$ cat src/hdl/apc_pkg.sv
package apc_pkg;

  // ---------------------------------------------------------------
  // register map (byte addresses)
  // ---------------------------------------------------------------
  localparam logic [7:0] ADDR_CTRL2 = 8'h00;
  localparam logic [7:0] ADDR_CTRL5 = 8'h04;
  localparam logic [7:0] ADDR_STATUS = 8'h08;
  localparam logic [7:0] ADDR_IRQ_MASK = 8'h0c;
  localparam logic [7:0] ADDR_PORT = 8'h10;
  localparam logic [7:0] ADDR_RESULT0 = 8'h14;
  localparam logic [7:0] ADDR_POWER = 8'h18;

  // ---------------------------------------------------------------
  // field positions
  // ---------------------------------------------------------------
  localparam int CTL2_PWR_BIT = 7;
  localparam int CTL2_FFC_BIT = 6;
  localparam int CTL2_HALT_BIT = 2;
  localparam int CTL2_STOPW_BIT = 1;
  localparam int CTL2_IE_BIT = 0;
  localparam int CTL5_SCAN_BIT = 5;
  localparam int ST_SEQ_BIT = 0;
  localparam int ST_IRQ_BIT = 1;
  localparam int PWR_WAIT_BIT = 0;
  localparam int PWR_STOP_BIT = 1;

  // ---------------------------------------------------------------
  // reset values and sizes
  // ---------------------------------------------------------------
  localparam logic [7:0] CTL2_RESET = 8'h00;
  localparam logic [7:0] CTL5_RESET = 8'h00;
  localparam logic [1:0] IRQ_MASK_RESET = 2'h3;
  localparam logic [3:0] SEQ_LEN_RESET = 4'h4;
  localparam int SEQ_CNT_W = 4;

  // ---------------------------------------------------------------
  // carriers
  // ---------------------------------------------------------------
  typedef struct packed {
    logic power_up;
    logic stop_clock_in_wait;
    logic halt_in_wait;
    logic irq_enable;
    logic fast_flag_clear;
  } apc_ctrl_type;

  typedef struct packed {
    logic sequence_done;
    logic converting;
  } apc_seq_type;

  typedef enum logic [1:0] {
    APC_RESP_OKAY = 2'b00,
    APC_RESP_SLVERR = 2'b10
  } apc_resp_type;

endpackage

$ cat src/hdl/apc_sequencer.sv
`timescale 1ns/1ps
module apc_sequencer #(
  parameter int SEQ_W = apc_pkg::SEQ_CNT_W
) (
  // clock and reset
  input wire logic clk,
  input wire logic arst_n,
  // control
  input wire logic clk_en,
  input wire logic start,
  input wire logic abort,
  input wire logic scan,
  input wire logic [SEQ_W-1:0] seq_len,
  // status
  output apc_pkg::apc_seq_type seq
);

  typedef enum logic [1:0] {APC_IDLE, APC_RUN} apc_state_type;

  apc_state_type state_r, state_nxt;
  logic [SEQ_W-1:0] cnt_r, cnt_nxt;
  logic done_r, done_nxt;

  // step through one conversion per enabled clock, pulse done at end
  always_comb begin
    state_nxt = state_r;
    cnt_nxt = cnt_r;
    done_nxt = 1'b0;
    if (abort) begin
      state_nxt = APC_IDLE;
      cnt_nxt = '0;
    end else if (start) begin
      state_nxt = APC_RUN;
      cnt_nxt = '0;
    end else begin
      unique case (state_r)
        APC_IDLE: begin
          cnt_nxt = cnt_r;
        end
        APC_RUN: begin
          if (clk_en) begin
            if (cnt_r >= seq_len - SEQ_W'(1)) begin
              done_nxt = 1'b1;
              cnt_nxt = '0;
              state_nxt = scan ? APC_RUN : APC_IDLE;
            end else begin
              cnt_nxt = cnt_r + SEQ_W'(1);
            end
          end
        end
      endcase
    end
  end

  // state registers
  always_ff @(posedge clk or negedge arst_n) begin
    if (!arst_n) begin
      state_r <= APC_IDLE;
      cnt_r <= '0;
      done_r <= 1'b0;
    end else begin
      state_r <= state_nxt;
      cnt_r <= cnt_nxt;
      done_r <= done_nxt;
    end
  end

  assign seq.sequence_done = done_r;
  assign seq.converting = (state_r == APC_RUN);

endmodule

$ cat src/hdl/apc_top.sv
`timescale 1ns/1ps
// Behaviour
// with analog_power_up clear the converter clock stops and analog is off, registers stay usable.
// in wait mode with stop_clock_in_wait clear the converter runs as in run mode.
// in wait mode with stop_clock_in_wait set the clock gate drops; conversion halts only with halt_in_wait.
// in stop mode the converter is inactive and any running sequence is aborted.
// sequence_done_irq_flag sets only on sequence completion while sequence_done_irq_enable is set.
// the analog port is input-only and feeds the converter while powered.
// with the converter powered down the port pins read as digital inputs; in stop with power_up set the code keeps them on the converter.
// the pin-level register returns live pin levels and ignores writes.
// sequence_complete_flag sets at end of a single sequence, or of the first continuous one.
// sequence_complete_flag clears on a converter_control_five write, or on result read with fast_flag_clear.
// the interrupt request is high while the flag and its enable are both set; the code drives it from both status bits under mask_r, gated by irq_enable.
module apc_top #(
  parameter int PORT_W = 8
) (
  // clock and reset
  input wire logic REF_CLK,
  input wire logic ARST_N,
  // axi4-lite write address
  input wire logic [7:0] S_AXI_AWADDR,
  input wire logic S_AXI_AWVALID,
  output logic S_AXI_AWREADY,
  // axi4-lite write data
  input wire logic [31:0] S_AXI_WDATA,
  input wire logic [3:0] S_AXI_WSTRB,
  input wire logic S_AXI_WVALID,
  output logic S_AXI_WREADY,
  // axi4-lite write response
  output logic [1:0] S_AXI_BRESP,
  output logic S_AXI_BVALID,
  input wire logic S_AXI_BREADY,
  // axi4-lite read address
  input wire logic [7:0] S_AXI_ARADDR,
  input wire logic S_AXI_ARVALID,
  output logic S_AXI_ARREADY,
  // axi4-lite read data
  output logic [31:0] S_AXI_RDATA,
  output logic [1:0] S_AXI_RRESP,
  output logic S_AXI_RVALID,
  input wire logic S_AXI_RREADY,
  // analog port pins
  input wire logic [PORT_W-1:0] ANALOG_PORT_PIN_BITS,
  // cpu power state
  input wire logic CPU_WAIT,
  input wire logic CPU_STOP,
  // converter side
  output logic CONVERTER_CLK_EN,
  output logic ANALOG_POWER_EN,
  output logic [PORT_W-1:0] ANALOG_INPUT_SEL,
  // interrupt
  output logic IRQ
);

  // ---------------------------------------------------------------
  // state
  // ---------------------------------------------------------------
  apc_pkg::apc_ctrl_type ctrl_r, ctrl_nxt;
  logic scan_r, scan_nxt;
  logic [apc_pkg::SEQ_CNT_W-1:0] seq_len_r, seq_len_nxt;
  logic seq_flag_r, seq_flag_nxt;
  logic [1:0] status_r, status_nxt;
  logic [1:0] mask_r, mask_nxt;
  logic first_r, first_nxt;
  logic clk_en_r, clk_en_nxt;
  logic pwr_r, pwr_nxt;
  logic [PORT_W-1:0] sel_r, sel_nxt;
  logic irq_r, irq_nxt;

  logic awready_r, awready_nxt;
  logic wready_r, wready_nxt;
  logic bvalid_r, bvalid_nxt;
  logic [1:0] bresp_r, bresp_nxt;
  logic arready_r, arready_nxt;
  logic rvalid_r, rvalid_nxt;
  logic [31:0] rdata_r, rdata_nxt;
  logic [1:0] rresp_r, rresp_nxt;
  logic [7:0] awaddr_r, awaddr_nxt;
  logic have_aw_r, have_aw_nxt;
  logic [31:0] wdata_r, wdata_nxt;
  logic [3:0] wstrb_r, wstrb_nxt;
  logic have_w_r, have_w_nxt;

  apc_pkg::apc_seq_type seq;
  logic wr_fire;
  logic rd_fire;
  logic start_seq;
  logic abort_seq;
  logic conv_run;
  logic hold_seq;

  // ---------------------------------------------------------------
  // helpers
  // ---------------------------------------------------------------
  function automatic logic addr_known(input logic [7:0] a);
    return a == apc_pkg::ADDR_CTRL2 || a == apc_pkg::ADDR_CTRL5 ||
           a == apc_pkg::ADDR_STATUS || a == apc_pkg::ADDR_IRQ_MASK ||
           a == apc_pkg::ADDR_PORT || a == apc_pkg::ADDR_RESULT0 ||
           a == apc_pkg::ADDR_POWER;
  endfunction

  // ---------------------------------------------------------------
  // power and clock gating
  // ---------------------------------------------------------------
  // converter runs when powered, not stopped, and not halted in wait
  always_comb begin
    conv_run = ctrl_r.power_up && !CPU_STOP;
    hold_seq = CPU_WAIT && ctrl_r.stop_clock_in_wait && ctrl_r.halt_in_wait;
    clk_en_nxt = conv_run && !(CPU_WAIT && ctrl_r.stop_clock_in_wait);
    pwr_nxt = conv_run;
    // pins go to the converter while power_up is set, even in stop with analog power off, else pure digital inputs
    sel_nxt = ctrl_r.power_up ? {PORT_W{1'b1}} : '0;
    abort_seq = !ctrl_r.power_up || CPU_STOP;
  end

  apc_sequencer #(
    .SEQ_W(apc_pkg::SEQ_CNT_W)
  ) u_seq (
    .clk(REF_CLK),
    .arst_n(ARST_N),
    .clk_en(conv_run && !hold_seq),
    .start(start_seq),
    .abort(abort_seq),
    .scan(scan_r),
    .seq_len(seq_len_r),
    .seq(seq)
  );

  // ---------------------------------------------------------------
  // axi4-lite handshake
  // ---------------------------------------------------------------
  assign wr_fire = have_aw_r && have_w_r && !bvalid_r;
  assign rd_fire = S_AXI_ARVALID && arready_r;
  assign start_seq = wr_fire && awaddr_r == apc_pkg::ADDR_CTRL5 && wstrb_r[0] &&
                     ctrl_r.power_up && !CPU_STOP;

  // capture address and data in either order, answer after both
  always_comb begin
    awaddr_nxt = awaddr_r;
    have_aw_nxt = have_aw_r;
    wdata_nxt = wdata_r;
    wstrb_nxt = wstrb_r;
    have_w_nxt = have_w_r;
    awready_nxt = awready_r;
    wready_nxt = wready_r;
    bvalid_nxt = bvalid_r;
    bresp_nxt = bresp_r;
    if (S_AXI_AWVALID && awready_r) begin
      awaddr_nxt = S_AXI_AWADDR;
      have_aw_nxt = 1'b1;
      awready_nxt = 1'b0;
    end
    if (S_AXI_WVALID && wready_r) begin
      wdata_nxt = S_AXI_WDATA;
      wstrb_nxt = S_AXI_WSTRB;
      have_w_nxt = 1'b1;
      wready_nxt = 1'b0;
    end
    if (wr_fire) begin
      have_aw_nxt = 1'b0;
      have_w_nxt = 1'b0;
      bvalid_nxt = 1'b1;
      bresp_nxt = addr_known(awaddr_r) ? apc_pkg::APC_RESP_OKAY : apc_pkg::APC_RESP_SLVERR;
    end
    if (bvalid_r && S_AXI_BREADY) begin
      bvalid_nxt = 1'b0;
      awready_nxt = 1'b1;
      wready_nxt = 1'b1;
    end
  end

  // read: one cycle after address to data
  always_comb begin
    arready_nxt = arready_r;
    rvalid_nxt = rvalid_r;
    rdata_nxt = rdata_r;
    rresp_nxt = rresp_r;
    if (rd_fire) begin
      arready_nxt = 1'b0;
      rvalid_nxt = 1'b1;
      rresp_nxt = addr_known(S_AXI_ARADDR) ? apc_pkg::APC_RESP_OKAY : apc_pkg::APC_RESP_SLVERR;
      rdata_nxt = '0;
      unique case (S_AXI_ARADDR)
        apc_pkg::ADDR_CTRL2: begin
          rdata_nxt[apc_pkg::CTL2_PWR_BIT] = ctrl_r.power_up;
          rdata_nxt[apc_pkg::CTL2_FFC_BIT] = ctrl_r.fast_flag_clear;
          rdata_nxt[apc_pkg::CTL2_HALT_BIT] = ctrl_r.halt_in_wait;
          rdata_nxt[apc_pkg::CTL2_STOPW_BIT] = ctrl_r.stop_clock_in_wait;
          rdata_nxt[apc_pkg::CTL2_IE_BIT] = ctrl_r.irq_enable;
        end
        apc_pkg::ADDR_CTRL5: begin
          rdata_nxt[apc_pkg::CTL5_SCAN_BIT] = scan_r;
          rdata_nxt[apc_pkg::SEQ_CNT_W-1:0] = seq_len_r;
        end
        apc_pkg::ADDR_STATUS: begin
          rdata_nxt[1:0] = status_r;
          rdata_nxt[8] = seq_flag_r;
          rdata_nxt[9] = seq.converting;
        end
        apc_pkg::ADDR_IRQ_MASK: begin
          rdata_nxt[1:0] = mask_r;
        end
        apc_pkg::ADDR_PORT: begin
          rdata_nxt[PORT_W-1:0] = ANALOG_PORT_PIN_BITS;
        end
        apc_pkg::ADDR_POWER: begin
          rdata_nxt[apc_pkg::PWR_WAIT_BIT] = CPU_WAIT;
          rdata_nxt[apc_pkg::PWR_STOP_BIT] = CPU_STOP;
        end
        default: begin
          rdata_nxt = '0;
        end
      endcase
    end
    if (rvalid_r && S_AXI_RREADY) begin
      rvalid_nxt = 1'b0;
      arready_nxt = 1'b1;
    end
  end

  // ---------------------------------------------------------------
  // control registers and flags
  // ---------------------------------------------------------------
  // software writes, sequence flags; set wins over clear
  always_comb begin
    logic res_read;
    logic w1c_seq;
    logic w1c_irq;
    res_read = rd_fire && S_AXI_ARADDR == apc_pkg::ADDR_RESULT0;
    w1c_seq = 1'b0;
    w1c_irq = 1'b0;
    ctrl_nxt = ctrl_r;
    scan_nxt = scan_r;
    seq_len_nxt = seq_len_r;
    mask_nxt = mask_r;
    first_nxt = first_r;
    seq_flag_nxt = seq_flag_r;
    status_nxt = status_r;
    if (wr_fire && wstrb_r[0]) begin
      unique case (awaddr_r)
        apc_pkg::ADDR_CTRL2: begin
          ctrl_nxt.power_up = wdata_r[apc_pkg::CTL2_PWR_BIT];
          ctrl_nxt.fast_flag_clear = wdata_r[apc_pkg::CTL2_FFC_BIT];
          ctrl_nxt.halt_in_wait = wdata_r[apc_pkg::CTL2_HALT_BIT];
          ctrl_nxt.stop_clock_in_wait = wdata_r[apc_pkg::CTL2_STOPW_BIT];
          ctrl_nxt.irq_enable = wdata_r[apc_pkg::CTL2_IE_BIT];
        end
        apc_pkg::ADDR_CTRL5: begin
          scan_nxt = wdata_r[apc_pkg::CTL5_SCAN_BIT];
          seq_len_nxt = wdata_r[apc_pkg::SEQ_CNT_W-1:0];
        end
        apc_pkg::ADDR_STATUS: begin
          w1c_seq = wdata_r[apc_pkg::ST_SEQ_BIT];
          w1c_irq = wdata_r[apc_pkg::ST_IRQ_BIT];
        end
        apc_pkg::ADDR_IRQ_MASK: begin
          mask_nxt = wdata_r[1:0];
        end
        default: begin
          mask_nxt = mask_r; // port and result ignore writes
        end
      endcase
    end
    // sequence complete flag
    if (wr_fire && awaddr_r == apc_pkg::ADDR_CTRL5 && wstrb_r[0]) begin
      seq_flag_nxt = 1'b0;
      first_nxt = 1'b1;
    end else if (res_read && ctrl_r.fast_flag_clear) begin
      seq_flag_nxt = 1'b0;
    end
    if (seq.sequence_done && first_r) begin
      seq_flag_nxt = 1'b1;
      first_nxt = 1'b0;
    end
    // sticky status: bit0 sequence complete, bit1 irq flag
    if (w1c_seq) begin
      status_nxt[apc_pkg::ST_SEQ_BIT] = 1'b0;
    end
    if (w1c_irq) begin
      status_nxt[apc_pkg::ST_IRQ_BIT] = 1'b0;
    end
    if (seq.sequence_done) begin
      status_nxt[apc_pkg::ST_SEQ_BIT] = 1'b1;
      if (ctrl_r.irq_enable) begin
        status_nxt[apc_pkg::ST_IRQ_BIT] = 1'b1;
      end
    end
    // interrupt from masked sticky status gated by irq_enable
    irq_nxt = |(status_nxt & mask_nxt) && ctrl_nxt.irq_enable;
  end

  // ---------------------------------------------------------------
  // registers
  // ---------------------------------------------------------------
  always_ff @(posedge REF_CLK or negedge ARST_N) begin
    if (!ARST_N) begin
      ctrl_r <= '0;
      scan_r <= 1'b0;
      seq_len_r <= apc_pkg::SEQ_LEN_RESET;
      mask_r <= apc_pkg::IRQ_MASK_RESET;
      first_r <= 1'b0;
      seq_flag_r <= 1'b0;
      status_r <= 2'h0;
      clk_en_r <= 1'b0;
      pwr_r <= 1'b0;
      sel_r <= '0;
      irq_r <= 1'b0;
      awready_r <= 1'b1;
      wready_r <= 1'b1;
      bvalid_r <= 1'b0;
      bresp_r <= 2'h0;
      arready_r <= 1'b1;
      rvalid_r <= 1'b0;
      rdata_r <= 32'h0;
      rresp_r <= 2'h0;
      awaddr_r <= 8'h0;
      have_aw_r <= 1'b0;
      wdata_r <= 32'h0;
      wstrb_r <= 4'h0;
      have_w_r <= 1'b0;
    end else begin
      ctrl_r <= ctrl_nxt;
      scan_r <= scan_nxt;
      seq_len_r <= seq_len_nxt;
      mask_r <= mask_nxt;
      first_r <= first_nxt;
      seq_flag_r <= seq_flag_nxt;
      status_r <= status_nxt;
      clk_en_r <= clk_en_nxt;
      pwr_r <= pwr_nxt;
      sel_r <= sel_nxt;
      irq_r <= irq_nxt;
      awready_r <= awready_nxt;
      wready_r <= wready_nxt;
      bvalid_r <= bvalid_nxt;
      bresp_r <= bresp_nxt;
      arready_r <= arready_nxt;
      rvalid_r <= rvalid_nxt;
      rdata_r <= rdata_nxt;
      rresp_r <= rresp_nxt;
      awaddr_r <= awaddr_nxt;
      have_aw_r <= have_aw_nxt;
      wdata_r <= wdata_nxt;
      wstrb_r <= wstrb_nxt;
      have_w_r <= have_w_nxt;
    end
  end

  // outputs straight from flops
  assign S_AXI_AWREADY = awready_r;
  assign S_AXI_WREADY = wready_r;
  assign S_AXI_BVALID = bvalid_r;
  assign S_AXI_BRESP = bresp_r;
  assign S_AXI_ARREADY = arready_r;
  assign S_AXI_RVALID = rvalid_r;
  assign S_AXI_RDATA = rdata_r;
  assign S_AXI_RRESP = rresp_r;
  assign CONVERTER_CLK_EN = clk_en_r;
  assign ANALOG_POWER_EN = pwr_r;
  assign ANALOG_INPUT_SEL = sel_r;
  assign IRQ = irq_r;

endmodule

$ cat config.mk
export PLATFORM = sky130hd
export DESIGN_NAME = apc_top
export DESIGN_NICKNAME = d
export VERILOG_FILES = /design/src/hdl/apc_pkg.sv /design/src/hdl/apc_sequencer.sv /design/src/hdl/apc_top.sv
export SDC_FILE = /design/constraint.sdc
export NUM_CORES = 1
export LEC_CHECK = 0
export ABC_AREA = 1
export BUFFER_PORTS_ARGS = -buffer_cell sky130_fd_sc_hd__buf_2
export CORE_MARGIN = 3
export CORE_UTILIZATION = 26
export DETAILED_ROUTE_END_ITERATION = 8
export MAX_ROUTING_LAYER = met4
export PLACE_DENSITY = 0.59
export SYNTH_ARGS = -nofsm -noshare
export SYNTH_HDL_FRONTEND = slang
export SYNTH_SLANG_ARGS = --single-unit
export TNS_END_PERCENT = 1
$ cat constraint.sdc
create_clock -name REF_CLK -period 3.1 [get_ports REF_CLK]
set_clock_uncertainty 0.15 [all_clocks]
set_input_delay 0.155 -clock REF_CLK [delete_from_list [all_inputs] [get_ports REF_CLK]]
set_output_delay 0.155 -clock REF_CLK [all_outputs]
set_load 0.02 [all_outputs]
==> impl_metrics.env <==
export IMPL_critPathLaunchType="flop"
export IMPL_utilization_pct=35.5
export IMPL_r2r_start="seq_len_r[0]$_DFFE_PN0P_"
export IMPL_min_period_over_period_pct=68.3
export IMPL_stdcell_area_mm2=0.00412
export IMPL_die_y_um=116
export IMPL_grt_max_degree=33
export IMPL_cts_resized=0
export IMPL_cp_buffers_inverters=2
export IMPL_cp_top_family="adder cells"
export IMPL_core_area_mm2=0.0116
export IMPL_final_common_cell="nand2_1"
export IMPL_start_util_pct=26.9
export IMPL_hold_viol_final=0
export IMPL_gp_congestion=0.783
export IMPL_place_area_mm2=0.00350
export IMPL_worstMarginPinSlew_ns=0.747
export IMPL_areaGrowthSynthToFinish_pct=31.8
export IMPL_hold_start="ANALOG_PORT_PIN_BITS[2]"
export IMPL_cts_clk_slew_worst_paths_ns=0.05
export IMPL_grt_pass1_vias=2712
export IMPL_ys_seq_area_share_pct=49.0
export IMPL_swShare_pct=35.8
export IMPL_fp_row_count=39
export IMPL_avgSynthCellArea_um2=8.19
export IMPL_setup_violations=0
export IMPL_dr_pass1_iters=4
export IMPL_fin_setup_tns_ns=0
export IMPL_hpwl_um=5510
export IMPL_p_switching_w=0.00112
export IMPL_slew_violations=0
export IMPL_required_ns=3.20
export IMPL_clkPwrFrac_pct=32.0
export IMPL_antenna_found_initial=0
export IMPL_rsz0062_at_grt="no"
export IMPL_cp_slowest_stage_delay_ns=0.40
export IMPL_relSlewSlack_pct=50.2
export IMPL_grt_pass1_wl_um=12500
export IMPL_wl_per_cell_um=11.8
export IMPL_period_minus_slack_ns=2.12
export IMPL_drv_cap=0
export IMPL_avgViaCountPerCell=4.28
export IMPL_dieWidth_um=116
export IMPL_n_antenna_cell=0
export IMPL_htreeDepth=3
export IMPL_fin_ws_ns=0.983
export IMPL_cts_buffers=9
export IMPL_path_cells="inv_1 -> ha_1 -> ha_1 -> inv_1 -> nor2_1 -> o21ai_0 -> nand3_1 -> nor2_2 -> nand2_1 -> o21ai_1"
export IMPL_drc_errors=0
export IMPL_cts_max_path_buffers=2
export IMPL_synth_cells=382
export IMPL_power_leakage_nw=2.16
export IMPL_layout_drive_gt1_share_pct=22.3
export IMPL_portBuffers=68
export IMPL_antenna_left=0
export IMPL_cts_sinks=61
export IMPL_critPathArrivalTime_ns=2.22
export IMPL_grt_usage_pct=12.1
export IMPL_path_class="flop to flop"
export IMPL_cp_startpoint="seq_len_r[0]$_DFFE_PN0P_"
export IMPL_end_kind="flop"
export IMPL_dp_cells=583
export IMPL_place_ws_ns=0.977
export IMPL_dieArea_mm2=0.0134
export IMPL_wirelength_um=7440
export IMPL_grt_overflow_total=0
export IMPL_slowest_stage="dfrtp_1"
export IMPL_cts_setup_buffers=0
export IMPL_cts_tree="done"
export IMPL_mappedNetlistArea_mm2=0.00313
export IMPL_clk_latency_ns=0.33
export IMPL_mostFrequentLayoutCells="114 x nand2_1, 68 x buf_2, 55 x dfrtp_1"
export IMPL_p_comb_share_pct=28.8
export IMPL_status="finished clean"
export IMPL_ios=121
export IMPL_yosys_warnings=0
export IMPL_synth_seq_cells=61
export IMPL_hold_buffers=32
export IMPL_p_int_w=0.00200
export IMPL_critPathMaxFanout=4
export IMPL_final_cells=631
export IMPL_nets=558
export IMPL_clock_root_buffer="clkbuf_16"
export IMPL_fmax_mhz=472
export IMPL_drt_first_iter_violations=193
export IMPL_pwr_share_seq_pct=39.2
export IMPL_power_density_mw_per_mm2=756
export IMPL_vias=2698
export IMPL_ys_types=32
export IMPL_min_path_type="input pin to flop"
export IMPL_ir_worst_vdd_mv=0.382
==> sequential cells by signal (all words and copies together), names as in the netlist, 2 cells and up <==
| signal | count |
|---|---|
| mask_r | 2 |
| awaddr_r | 8 |
| status_r | 2 |
| S_AXI_RDATA | 10 |
| ctrl_r | 5 |
| u_seq.cnt_r | 4 |
| wdata_r | 7 |
| seq_len_r | 4 |
==> cells by family after synthesis <==
logic type / count (synthesis) / synth area share (%)
XOR/XNOR: 3 / 0.840
AO/OA/AOI/OAI: 47 / 8.20
other: 1 / 0.120
buffers and inverters: 75 / 12.7
AND/OR/NAND/NOR: 189 / 26.7
flip-flops: 61 / 49.0
adder cells (fa/ha/maj): 6 / 2.40
==> routing by layer <==
layer  up-vias  GRT usage [%]  wire, um
met5         -              -         0
met3         7           2.92       521
met2       103           17.3      2970
met1      1229           16.7      3850
li1       1359              -         -
met4         0           4.80        91
==> power by group through the flow <==
| stage | Clock, W | Sequential, W | Combinational [W] |
|---|---|---|---|
| CTS | 0.00102 | 0.00122 | 0.000905 |
| global route | 0.00107 | 0.00125 | 0.00102 |
| global placement | 0 | 0.00123 | 0.000834 |
| detailed placement | 0 | 0.00123 | 0.000852 |
| floorplan | 0 | 0.00129 | 0.000561 |
| finish | 0.000996 | 0.00122 | 0.000898 |
==> worst paths after layout <==
check                                                      to  slack, ns  cells after the start
worst max-delay path               u_seq.cnt_r[0]$_DFFE_PN0P_       0.98                     10
worst min-delay path               S_AXI_RDATA[2]$_DFFE_PN0P_       0.02                      5
worst max register to register     u_seq.cnt_r[0]$_DFFE_PN0P_       0.98                     10
worst min register to register  ANALOG_INPUT_SEL[6]$_DFF_PN0_       0.27                      0
max in group asynchronous           S_AXI_ARREADY$_DFFE_PN1P_       1.75                      3
min in group asynchronous              wdata_r[6]$_DFFE_PN0P_       0.28                      2
==> stage by stage <==
step | total power, W | hold slack, ns
finish | 0.00312 | 0.0195
global route | 0.00334 | 0.0178
CTS | 0.00315 | 0.00423
detailed placement | 0.00209 | 0.117
global placement | 0.00206 | 0.103
floorplan | 0.00186 | -0.291
==> synth_stat cells (all sizes together) <==
cell | number | share of area [%]
nand2 | 116 | 14
dfrtp | 55 | 44
inv | 40 | 4.8
nor2 | 36 | 5.2
buf | 31 | 7.4
o21ai | 29 | 4.6
nand3 | 22 | 3.8
a21oi | 8 | 1.3
dfstp | 6 | 5.0
ha | 6 | 2.4
nor3 | 6 | 1.3
nand4 | 5 | 1.0
clkbuf | 4 | 0.48
a31oi | 3 | 0.60
o31ai | 3 | 0.72
nand3b | 2 | 0.88
o21a | 2 | 0.48
xnor2 | 2 | 0.56
a21boi | 1 | 0.24
conb | 1 | 0.12
nor3b | 1 | 0.24
o211ai | 1 | 0.24
or2 | 1 | 0.20
xor2 | 1 | 0.28
==> layout make-up <==
type / instances / area [um2]
Fill cell: 1208 / 7490
Sequential cell: 61 / 1530
Tap cell: 143 / 179
Timing Repair Buffer: 102 / 676
Clock buffer: 9 / 225
Clock inverter: 7 / 76.3
Multi-Input combinational cell: 269 / 1280
Inverter: 40 / 150
==> worst min-delay path, delay by kind of cell <==
family	cells	cell delay (ns)
buffers and inverters	1	0.08
and+or+nand+nor	4	0.22
Power figures use the tool's default switching activity.
